<file path="config.mk">
export PLATFORM = sky130hd
export DESIGN_NAME = flash_program_control
export DESIGN_NICKNAME = d
export VERILOG_FILES = /design/src/hw/flash_program_control_pkg.sv /design/src/hw/column_latch_mem.sv /design/src/hw/flash_program_control.sv
export SDC_FILE = /design/constraint.sdc
export NUM_CORES = 1
export LEC_CHECK = 0
export BUFFER_PORTS_ARGS = -buffer_cell sky130_fd_sc_hd__buf_2
export CORE_MARGIN = 2
export CORE_UTILIZATION = 50
export CTS_CLUSTER_DIAMETER = 120
export CTS_CLUSTER_SIZE = 40
export DETAILED_ROUTE_END_ITERATION = 10
export GPL_TIMING_DRIVEN = 0
export PLACE_DENSITY = 0.66
export RECOVER_POWER = 100
export SLEW_MARGIN = 10
export SYNTH_ARGS = -nofsm -noshare
export SYNTH_HDL_FRONTEND = slang
export SYNTH_SLANG_ARGS = --single-unit
export TNS_END_PERCENT = 20
</file>
<file path="constraint.sdc">
create_clock -name clk_i -period 4.3 [get_ports clk_i]
set_clock_uncertainty 0.2 [all_clocks]
set_input_delay 0.645 -clock clk_i [delete_from_list [all_inputs] [get_ports clk_i]]
set_output_delay 0.645 -clock clk_i [all_outputs]
set_load 0.05 [all_outputs]
</file>
<file path="src/hw/flash_program_control_pkg.sv">
package flash_program_control_pkg;
    localparam logic [7:0] FLASH_CTRL_ADDR = 8'hd1;
    localparam logic [7:0] FLASH_CTRL_RESET = 8'h00;
    localparam int KEY_MSB = 7;
    localparam int KEY_LSB = 4;
    localparam int LATCH_SEL_BIT = 3;
    localparam int SPACE_MSB = 2;
    localparam int SPACE_LSB = 1;
    localparam int BUSY_BIT = 0;
    localparam logic [3:0] KEY_FIRST = 4'h5;
    localparam logic [3:0] KEY_SECOND = 4'ha;
    localparam int CFG_DOUBLE_SPEED_BIT = 7;
    localparam int CFG_BOOT_JUMP_BIT = 6;
    localparam int CFG_LOCK_MSB = 2;
    localparam logic [7:0] CFG_RESET = 8'hff;
    localparam logic [15:0] USER_START_ADDR = 16'h0000;
    localparam logic [15:0] BOOT_START_ADDR = 16'hf800;
    localparam logic [15:0] EXTRA_ROW_BASE = 16'hff80;
    localparam int LATCH_DEPTH = 128;
    localparam int LATCH_AW = 7;
    localparam logic [1:0] SPACE_USER = 2'b00;
    localparam logic [1:0] SPACE_EXTRA_ROW = 2'b01;
    localparam logic [1:0] SPACE_CONFIG = 2'b10;
    localparam logic [1:0] SPACE_LATCH_RESET = 2'b11;
    localparam int PROG_TIME_US = 10;
    localparam int CLK_MHZ = 50;
    localparam int PROG_CYCLES = PROG_TIME_US * CLK_MHZ;
    localparam logic [2:0] LOCK_EXT_READ_OK = 3'b111;
    typedef enum logic [1:0] {
        EXEC_USER = 2'b00,
        EXEC_BOOT = 2'b01,
        EXEC_EXTERNAL = 2'b10
    } exec_src_t;
    typedef enum logic [2:0] {
        ST_IDLE = 3'b001,
        ST_KEYED = 3'b010,
        ST_PROGRAM = 3'b100
    } prog_state_t;
endpackage

</file>
<file path="src/hw/column_latch_mem.sv">
module column_latch_mem
    import flash_program_control_pkg::*;
(
    input wire logic clk_i,
    input wire logic rst_n_i,
    input wire logic clear_i,
    input wire logic wr_en_i,
    input wire logic [LATCH_AW-1:0] wr_addr_i,
    input wire logic [7:0] wr_data_i,
    input wire logic [LATCH_AW-1:0] rd_addr_i,
    output logic [7:0] rd_data_o,
    output logic [LATCH_DEPTH-1:0] loaded_o
);
    logic [7:0] mem [LATCH_DEPTH];
    logic [LATCH_DEPTH-1:0] loaded;

    // Contents are kept until reloaded; only the loaded map is cleared.
    always_ff @(posedge clk_i) begin
        if (wr_en_i) begin
            mem[wr_addr_i] <= wr_data_i;
        end
    end

    always_ff @(posedge clk_i or negedge rst_n_i) begin
        if (!rst_n_i) begin
            loaded <= '0;
        end else if (clear_i) begin
            loaded <= '0;
        end else if (wr_en_i) begin
            loaded[wr_addr_i] <= 1'b1;
        end
    end

    always_ff @(posedge clk_i or negedge rst_n_i) begin
        if (!rst_n_i) begin
            rd_data_o <= 8'h00;
        end else begin
            rd_data_o <= mem[rd_addr_i];
        end
    end

    assign loaded_o = loaded;
endmodule

</file>
<file path="src/hw/flash_program_control.sv">
module flash_program_control
    import flash_program_control_pkg::*;
(
    input wire logic clk_i,
    input wire logic rst_n_i,
    input wire logic sfr_wr_i,
    input wire logic sfr_rd_i,
    input wire logic [7:0] sfr_addr_i,
    input wire logic [7:0] sfr_wdata_i,
    output logic [7:0] sfr_rdata_o,
    input wire logic xdata_wr_i,
    input wire logic [15:0] xdata_addr_i,
    input wire logic [7:0] xdata_wdata_i,
    output logic xram_wr_o,
    input wire logic [1:0] exec_src_i,
    input wire logic code_rd_i,
    input wire logic code_rd_boot_i,
    output logic code_rd_allow_o,
    output logic [1:0] code_space_o,
    input wire logic [7:0] cfg_byte_i,
    input wire logic cfg_prog_i,
    input wire logic [7:0] cfg_prog_data_i,
    output logic double_speed_cfg_o,
    output logic boot_area_map_en_o,
    output logic [15:0] start_addr_o,
    output logic [2:0] lock_level_bits_o,
    output logic launch_sequence_error_o,
    output logic array_wr_o,
    output logic [1:0] array_space_o,
    output logic [15:0] array_addr_o,
    output logic [7:0] array_data_o
);
    // ************************************************************
    // Register access and configuration byte
    // ************************************************************
    logic [3:0] key;
    logic latch_sel;
    logic [1:0] space;
    logic busy;
    logic [7:0] cfg;
    logic cfg_loaded;
    logic launch_sequence_error;
    prog_state_t state;
    logic [8:0] page;
    logic [LATCH_AW-1:0] idx;
    logic [$clog2(PROG_CYCLES+1)-1:0] cnt;
    logic ctrl_wr;
    logic [3:0] wkey;
    logic launch_ok;
    logic latch_wr;
    logic latch_clear;
    logic [7:0] latch_rd;
    logic [LATCH_DEPTH-1:0] latch_loaded;
    logic [7:0] cfg_sync1;
    logic [7:0] cfg_sync2;
    logic cfg_prog_sync1;
    logic cfg_prog_sync2;
    logic [7:0] cfg_data_sync1;
    logic [7:0] cfg_data_sync2;
    logic [1:0] warm;

    assign ctrl_wr = sfr_wr_i && (sfr_addr_i == FLASH_CTRL_ADDR);
    assign wkey = sfr_wdata_i[KEY_MSB:KEY_LSB];

    function automatic logic from_boot(input logic [1:0] src);
        from_boot = (src == EXEC_BOOT);
    endfunction

    // Strap pins pass two flops before the reset capture reads them.
    // The programmer's data byte rides the same two stages as its strobe,
    // so both reach the capture logic on the same edge.
    always_ff @(posedge clk_i or negedge rst_n_i) begin
        if (!rst_n_i) begin
            cfg_sync1 <= CFG_RESET;
            cfg_sync2 <= CFG_RESET;
            cfg_prog_sync1 <= 1'b0;
            cfg_prog_sync2 <= 1'b0;
            cfg_data_sync1 <= 8'h00;
            cfg_data_sync2 <= 8'h00;
        end else begin
            cfg_sync1 <= cfg_byte_i;
            cfg_sync2 <= cfg_sync1;
            cfg_prog_sync1 <= cfg_prog_i;
            cfg_prog_sync2 <= cfg_prog_sync1;
            cfg_data_sync1 <= cfg_prog_data_i;
            cfg_data_sync2 <= cfg_data_sync1;
        end
    end

    // The second stage still holds its reset value on the first edge after
    // release, so the capture waits until both stages have filled.
    always_ff @(posedge clk_i or negedge rst_n_i) begin
        if (!rst_n_i) begin
            warm <= 2'b00;
        end else begin
            warm <= {warm[0], 1'b1};
        end
    end

    // The byte is sampled once after reset release; software programming of
    // the config space may only touch the upper nibble, so locks stay put.
    always_ff @(posedge clk_i or negedge rst_n_i) begin
        if (!rst_n_i) begin
            cfg <= CFG_RESET;
            cfg_loaded <= 1'b0;
        end else if (!cfg_loaded) begin
            if (warm == 2'b11) begin
                cfg <= cfg_sync2;
                cfg_loaded <= 1'b1;
            end
        end else if (cfg_prog_sync2) begin
            cfg <= cfg_data_sync2;
        end else if (array_wr_o && array_space_o == SPACE_CONFIG) begin
            cfg <= {array_data_o[7:4], cfg[3:0]};
        end
    end

    assign double_speed_cfg_o = ~cfg[CFG_DOUBLE_SPEED_BIT];
    assign boot_area_map_en_o = ~cfg[CFG_BOOT_JUMP_BIT];
    assign start_addr_o = cfg[CFG_BOOT_JUMP_BIT] ? USER_START_ADDR : BOOT_START_ADDR;
    assign lock_level_bits_o = cfg[CFG_LOCK_MSB:0];

    // ************************************************************
    // Control register
    // ************************************************************
    always_ff @(posedge clk_i or negedge rst_n_i) begin
        if (!rst_n_i) begin
            key <= FLASH_CTRL_RESET[KEY_MSB:KEY_LSB];
            latch_sel <= FLASH_CTRL_RESET[LATCH_SEL_BIT];
            space <= FLASH_CTRL_RESET[SPACE_MSB:SPACE_LSB];
        end else if (ctrl_wr) begin
            key <= wkey;
            latch_sel <= sfr_wdata_i[LATCH_SEL_BIT];
            space <= sfr_wdata_i[SPACE_MSB:SPACE_LSB];
        end
    end

    always_ff @(posedge clk_i or negedge rst_n_i) begin
        if (!rst_n_i) begin
            sfr_rdata_o <= 8'h00;
        end else if (sfr_rd_i && sfr_addr_i == FLASH_CTRL_ADDR) begin
            sfr_rdata_o <= {key, latch_sel, space, busy};
        end else begin
            sfr_rdata_o <= 8'h00;
        end
    end

    // ************************************************************
    // Column latch load and data-space steering
    // ************************************************************
    assign latch_wr = xdata_wr_i && latch_sel && !busy && (exec_src_i != EXEC_EXTERNAL);
    assign xram_wr_o = xdata_wr_i && !latch_sel;

    always_ff @(posedge clk_i or negedge rst_n_i) begin
        if (!rst_n_i) begin
            page <= 9'h000;
        end else if (latch_wr) begin
            page <= xdata_addr_i[15:7];
        end
    end

    // Latch contents have no read path to software.
    column_latch_mem u_latch (
        .clk_i(clk_i),
        .rst_n_i(rst_n_i),
        .clear_i(latch_clear),
        .wr_en_i(latch_wr),
        .wr_addr_i(xdata_addr_i[LATCH_AW-1:0]),
        .wr_data_i(xdata_wdata_i),
        .rd_addr_i(idx),
        .rd_data_o(latch_rd),
        .loaded_o(latch_loaded)
    );

    // ************************************************************
    // Launch sequence and programming
    // ************************************************************
    // User array needs boot execution; boot flash pages are not blocked from the write path.
    assign launch_ok = (state == ST_KEYED) && ctrl_wr && (wkey == KEY_SECOND) && !busy
        && from_boot(exec_src_i);
    // A latch reset request uses the launch pair but never raises busy.
    assign latch_clear = launch_ok && sfr_wdata_i[SPACE_MSB:SPACE_LSB] == SPACE_LATCH_RESET;

    always_ff @(posedge clk_i or negedge rst_n_i) begin
        if (!rst_n_i) begin
            state <= ST_IDLE;
        end else begin
            case (state)
                ST_IDLE: begin
                    if (ctrl_wr && wkey == KEY_FIRST && !busy) begin
                        state <= ST_KEYED;
                    end
                end
                ST_KEYED: begin
                    if (launch_ok && !latch_clear) begin
                        state <= ST_PROGRAM;
                    end else if (ctrl_wr) begin
                        state <= ST_IDLE;
                    end
                end
                ST_PROGRAM: begin
                    if (cnt == '0 && idx == LATCH_AW'(LATCH_DEPTH - 1)) begin
                        state <= ST_IDLE;
                    end
                end
                default: begin
                    state <= ST_IDLE;
                end
            endcase
        end
    end

    // Busy follows the program state only; writes never touch it.
    assign busy = (state == ST_PROGRAM);

    always_ff @(posedge clk_i or negedge rst_n_i) begin
        if (!rst_n_i) begin
            launch_sequence_error <= 1'b0;
        end else if (ctrl_wr && state == ST_KEYED && wkey != KEY_SECOND) begin
            launch_sequence_error <= 1'b1;
        end else if (ctrl_wr && wkey == KEY_SECOND && state != ST_KEYED) begin
            launch_sequence_error <= 1'b1;
        end else if (launch_ok) begin
            launch_sequence_error <= 1'b0;
        end
    end
    assign launch_sequence_error_o = launch_sequence_error;

    // Each latch byte gets a fixed write slot; unloaded bytes are skipped.
    always_ff @(posedge clk_i or negedge rst_n_i) begin
        if (!rst_n_i) begin
            idx <= '0;
            cnt <= '0;
        end else if (launch_ok) begin
            idx <= '0;
            cnt <= ($bits(cnt))'(PROG_CYCLES / LATCH_DEPTH);
        end else if (state == ST_PROGRAM) begin
            if (cnt != '0) begin
                cnt <= cnt - 1'b1;
            end else if (idx != LATCH_AW'(LATCH_DEPTH - 1)) begin
                idx <= idx + 1'b1;
                cnt <= ($bits(cnt))'(PROG_CYCLES / LATCH_DEPTH);
            end
        end
    end

    always_ff @(posedge clk_i or negedge rst_n_i) begin
        if (!rst_n_i) begin
            array_wr_o <= 1'b0;
            array_space_o <= SPACE_USER;
            array_addr_o <= 16'h0000;
            array_data_o <= 8'h00;
        end else begin
            array_wr_o <= (state == ST_PROGRAM) && (cnt == 1) && latch_loaded[idx];
            array_space_o <= space;
            array_data_o <= latch_rd;
            case (space)
                SPACE_EXTRA_ROW: array_addr_o <= EXTRA_ROW_BASE | {9'h000, idx};
                SPACE_CONFIG: array_addr_o <= 16'h0000;
                default: array_addr_o <= {page, idx};
            endcase
        end
    end

    // ************************************************************
    // Read access rights
    // ************************************************************
    // External code reads only while every lock level bit is left open.
    always_ff @(posedge clk_i or negedge rst_n_i) begin
        if (!rst_n_i) begin
            code_rd_allow_o <= 1'b0;
        end else begin
            case (exec_src_i)
                EXEC_BOOT: code_rd_allow_o <= code_rd_i;
                EXEC_USER: code_rd_allow_o <= code_rd_i && !code_rd_boot_i;
                default: code_rd_allow_o <= code_rd_i && !code_rd_boot_i
                    && cfg[CFG_LOCK_MSB:0] == LOCK_EXT_READ_OK;
            endcase
        end
    end
    assign code_space_o = space;
endmodule

</file>
======== Word level (Yosys, flattened, before mapping) ========
Memory sizes are Yosys's and may differ from the RTL's. A register that Yosys moved wholly into a read port is not among the register bits.
Cells that the tools add are included.
cells by class
  $add $sub $neg .......................... 2
  $mul .................................... 0
  divide/modulo/power cells ............... 0
  magnitude comparators ................... 3
  equal/unequal tests ..................... 25
  shift operators ......................... 0
  multiplexer cells ....................... 34
  bitwise logic cells ..................... 3
  reduce and logical (&&, ||, !) cells .... 43
operators by type and width
  cell                                                 count
  2-to-1 mux 128 bit                                   2
  OR 128 bit                                           1
  2-to-1 mux 8 bit                                     5
  2-to-1 mux 9 bit                                     4
  one-hot mux 16 bit (2 select lines)                  1
  2-to-1 mux 7 bit                                     4
  logical AND 1 bit                                    24
  < comparator 7 x 8 -> 1 bit, second input constant   2
  2-to-1 mux 16 bit                                    1
  2-to-1 mux 3 bit                                     4
  equality test 9 x 1 -> 1 bit, second input constant  1
  zero test 9 bit                                      1
  2-to-1 mux 1 bit                                     9
  one-hot mux 3 bit (3 select lines)                   1
  nonzero test 9 bit                                   1
  subtractor 9 x 1 -> 9 bit, second input constant     1
  equality test 2 bit, second input constant           4
  equality test 8 bit, second input constant           1
  nonzero test 2 bit                                   4
  adder 7 x 1 -> 7 bit, second input constant          1
  binary-select mux 1 bit (select 7 bit)               1
  demux 1 bit (select 7 bit)                           1
  equality test 7 bit, second input constant           1
  >= comparator 7 x 1 -> 1 bit, second input constant  1
  19 further kinds                                     34
storage, ports and cells
  bits in registers ....................... 244
  bits in latches ......................... 0
  bits in writable memories ............... 1024
  bits in read-only memories .............. 0
  logic and storage cells ................. 136
  memories ................................ 1
memory list
  name         depth  width  rd ports  clocked after memory_dff  wr ports  line                    text
  u_latch.mem  128    8      1         1                         1         column_latch_mem.sv:14  logic [7:0] mem [LATCH_DEPTH];

======== Logic depth before layout (Yosys ltp) ========
  depth after elaboration ................. 11
  depth in mapped cells ................... 11
  gate-level depth less buffers ........... 7

======== Hierarchy ========
A second synthesis with hierarchy kept.
second synthesis, totals
  cell total of the unflattened synthesis .. 2473
  area total of the unflattened synthesis .. 49328.6 um^2
by module, submodules not included
  module                 times used  cells an instance  area an instance (um^2)  sequential area each (um^2)
  column_latch_mem       1           2055               44182.4                  34152.8
  flash_program_control  1           418                5146.2                   2572.5

======== Worst setup path after synthesis ========
No wires, ideal clock.
  path type ............................... in2reg
  start ................................... in exec_src_i[1]
  end ..................................... mem u_latch.mem[120][0] (enable)
  arrival time ............................ 2066 ps
  setup slack ............................. 1663 ps
  cell stages on the path ................. 6
  path through ............................ inv_1 -> o2111ai_2 -> clkbuf_1 -> nor2_1 -> nand3_1 -> nor2_1
on the way
  cells in the longest elaborated chain, start to end .. 4
RTL lines
  item                                    line                          text
  from (decl)                             flash_program_control.sv:15   input wire logic [1:0] exec_src_i,
  != test 2 bit                           flash_program_control.sv:151  assign latch_wr = xdata_wr_i && latch_sel && !busy && (exec_src_i != EXEC_EXTERNAL);
  logical AND 1 bit                       flash_program_control.sv:151
  2-to-1 mux 1 bit                        column_latch_mem.sv:19        if (wr_en_i) begin
  2-to-1 mux 1 bit (not written as such)  column_latch_mem.sv:20        mem[wr_addr_i] <= wr_data_i;
  to (decl)                               column_latch_mem.sv:14
Every way passes these cells.

==> impl_metrics.py <==
metrics = {
    "route": {
        "wl_per_cell_um": 35.4,
        "viasPerCell": 6.65,
        "first_pass_iters": 6,
        "vias": 27700,
        "routed_wl_um": 147000,
        "drt_iter0_drc": 4316,
        "drc_errors": 0,
        "drtAntennaViolNets": 0,
    },
    "finish": {
        "final_cell_count_no_fill": 4167,
        "final_common_cell": "edfxtp_1",
        "layout-drive-gt1-share_pct": 20.4,
        "syn_to_final_growth_pct": 7.16,
        "nFillCells": 7683,
        "nNetsFinal": 2919,
        "most-common-layout-cells": "1024 x edfxtp_1, 303 x mux4_2, 298 x nor2_1",
    },
    "setup_path": {
        "startpoint_type": "flop",
        "cp_max_fo": 10,
        "arrival_ps": 4730,
        "critPathRequiredTime_ps": 4610,
        "cpMaxStageDelayCell": "buf_1",
        "crit_type": "reg -> reg",
        "endpoint_kind": "flop",
        "critical_path.max_stage_delay_ps": 920,
        "crit_chain": "buf_1 > clkbuf_2 > buf_1 > o21ai_0 > a311o_1",
        "crit_top_cell": "buf_1",
    },
    "floorplanning": {
        "chipHeight_um": 320,
        "fp.coreArea_um2": 98600,
        "row_count": 115,
        "die_w_um": 320,
        "design.die.area_um2": 102000,
        "start_util_pct": 50.5,
        "ioPinCount": 127,
    },
    "clocking": {
        "clock_latency_ps": 690,
        "numCtsBuffers": 37,
        "cts_buffer_depth": 3,
        "cts_tree": "built",
        "cts.clk_slew.worst_paths_ps": 160,
        "cts-root-buf": "clkbuf_16",
        "post-cts-setup-buffers": 0,
        "htreeDepth": 2,
        "cts_sinks": 1262,
    },
    "timing": {
        "hold_ws_ps": 19.4,
        "rsz0062_at_grt": "true",
        "relSlewSlack_pct": -105,
        "setup_ws_ps": -122,
        "max_freq_mhz": 226,
        "tightestPinTransition_ps": 3080,
        "finalCritPeriodShare_pct": 103,
        "finalMaxSlewViolations": 837,
        "setup_violations": 62,
        "hold_viol": 0,
        "finalCriticalPeriod_ps": 4420,
        "setup-tns-final_ps": -2680,
    },
    "placed_design": {
        "gp_congestion": 0.964,
        "post-place-cells": 4077,
        "portBuffers": 106,
        "pre_cts_ws_ps": -410,
        "hpwl_um": 99500,
    },
    "outcome": {
        "outcome": "complete, but fails checks",
        "violations": "max-capacitance violations, max-slew violations, negative setup slack",
    },
    "synth": {
        "synth_area_per_cell_um2": 18.7,
        "synth_edf_count": 1024,
        "ys_types": 76,
        "async_flop_share_pct": 18.9,
        "ys.flop_type": "edfxtp_1",
        "seq_area_frac_synth_pct": 73.8,
        "syn-cell-area_um2": 49800,
        "synthCells": 2661,
        "synth-seq-cells": 1262,
        "synth_warnings": 0,
    },
    "power_and_ir_drop": {
        "powerDensity_nw_per_um2": 358,
        "p_leak_nw": 18.5,
        "ir_drop_v": 0.000527,
    },
    "global_route": {
        "grt_max_degree": 114,
        "grt_use_total_pct": 29.0,
        "grt_pass1_wl_um": 205000,
        "grt_pass1_vias": 27000,
        "antenna_found_initial": 9,
        "grt.overflow.total": 0,
    },
    "run": {
        "cap_viol_max_count": 12,
    },
    "hold_path": {
        "hp-class": "in -> reg",
    },
}
## critical path: cells and delay by family (launching register included)
family                 cells  cell delay, ps
buffers and inverters      3            2450
DFF                        1             430
AOI/OAI and AO/OA          2            1140
## report_power, final
| part | internal [mW] | switching (mW) | total, mW |
|---|---|---|---|
| Clock | 1.78 | 3.54 | 5.32 |
| Sequential | 13.3 | 0.0138 | 13.3 |
| Combinational | 0.0799 | 0.419 | 0.499 |
| Total | 15.1 | 3.97 | 19.1 |
## stage by stage
stage	utilization [%]	power (mW)	cell area [um2]
global route	54.1	19.5	53300
global placement	52.7	14.0	52000
floorplan	-	13.7	49800
detailed placement	53.1	14.0	52300
CTS	54.4	19.1	53700
finish	54.1	19.1	53300
## layout make-up
cell class	count	area, um2	area share, %
Clock inverter	3	27.5	0.0516
Tap cell	1287	1610	3.02
Clock buffer	65	1080	2.03
Antenna cell	2	5.00	0.00938
Buffer	172	1070	2.01
Multi-Input combinational cell	1222	12000	22.5
Inverter	15	56.3	0.106
Sequential cell	1262	36700	68.9
Timing Repair Buffer	139	743	1.39
## path summary, 6_finish.rpt
| check | from | to | slack [ps] | depth (start not counted) |
|---|---|---|---|---|
| worst max-delay path | idx[3]$_DFFE_PN0P_ | u_latch.rd_data_o[4]$_DFF_PN0_ | -120 | 5 |
| worst min-delay path | xdata_addr_i[14] | page[7]$_DFFE_PN0P_ | 20 | 2 |
| worst max register to register | idx[3]$_DFFE_PN0P_ | u_latch.rd_data_o[4]$_DFF_PN0_ | -120 | 5 |
| worst min register to register | u_latch.rd_data_o[2]$_DFF_PN0_ | array_data_o[2]$_DFF_PN0_ | 160 | 0 |
| max in group asynchronous | rst_n_i | u_latch.rd_data_o[4]$_DFF_PN0_ | 880 | 3 |
| min in group asynchronous | rst_n_i | u_latch.loaded_o[96]$_DFFE_PN0P_ | 640 | 2 |
## routing by layer
layer | wire length [um] | part of all wire (%) | global-route usage, % | vias to the layer above
li1 | - | - | - | 10800
met1 | 54800 | 37 | 39.8 | 14600
met2 | 68100 | 46 | 45.0 | 1883
met3 | 16800 | 11 | 6.14 | 350
met4 | 7750 | 5.3 | 13.0 | 4
met5 | 20 | 0.014 | 0 | -
## what timing repair did
action                     CTS  global route
hold buffers                20             0
hold endpoints to repair    45             0
setup endpoints to repair  261           121
cloned                       0             0
gates resized for setup      8             9
## cell families (layout without fill, tap and decap cells)
| logic type | after synthesis | count (layout) | synth area share, % |
|---|---|---|---|
| AOI/OAI and AO/OA | 283 | 283 | 3.40 |
| xor gates and xnor gates | 6 | 6 | 0.106 |
| and+or+nand+nor | 519 | 519 | 4.65 |
| DFF | 1262 | 1262 | 73.8 |
| adders and majority gates | 4 | 4 | 0.101 |
| muxes | 398 | 398 | 15.7 |
| buffers and inverters | 187 | 394 | 2.25 |
| other | 2 | 14 | 0.0151 |
## state kept, by name, summed over array words and instances, names as in the netlist, 2 cells and up
register / flops
u_latch.mem: 1024
u_latch.loaded_o: 128
array_addr_o: 16
cnt: 9
page: 9
array_data_o: 8
sfr_rdata_o: 8
u_latch.rd_data_o: 8
idx: 7
cfg: 5
cfg_data_sync1: 5
cfg_data_sync2: 5
cfg_sync1: 5
cfg_sync2: 5
key: 4
state: 3
array_space_o: 2
code_space_o: 2
warm: 2
## Yosys cell counts (all sizes together) (4+ instances only)
cell type / number / area (um2)
nand3: 15 / 75.1
mux2: 32 / 360
a21oi: 154 / 771
and3: 10 / 62.6
nor3b: 7 / 57.6
a211oi: 11 / 82.6
edfxtp: 1024 / 30700
xor2: 4 / 35.0
o22ai: 7 / 43.8
nand4: 8 / 50.1
clkbuf: 49 / 184
dfrtp: 222 / 5560
nor4: 8 / 65.1
o211ai: 6 / 45.0
a31oi: 9 / 56.3
nand3b: 6 / 45.0
mux2i: 63 / 631
inv: 14 / 52.6
mux4: 303 / 6820
nor2: 305 / 1140
nor3: 14 / 80.1
ha: 4 / 50.1
and2: 5 / 31.3
o21ai: 35 / 175
a22oi: 18 / 135
nor2b: 22 / 138
dfstp: 16 / 420
nand2: 89 / 334
or3b: 5 / 43.8
a221oi: 10 / 87.6
buf: 123 / 878
nand2b: 7 / 43.8
or3: 5 / 31.3
Note: power is estimated with default switching activity, not from simulation.
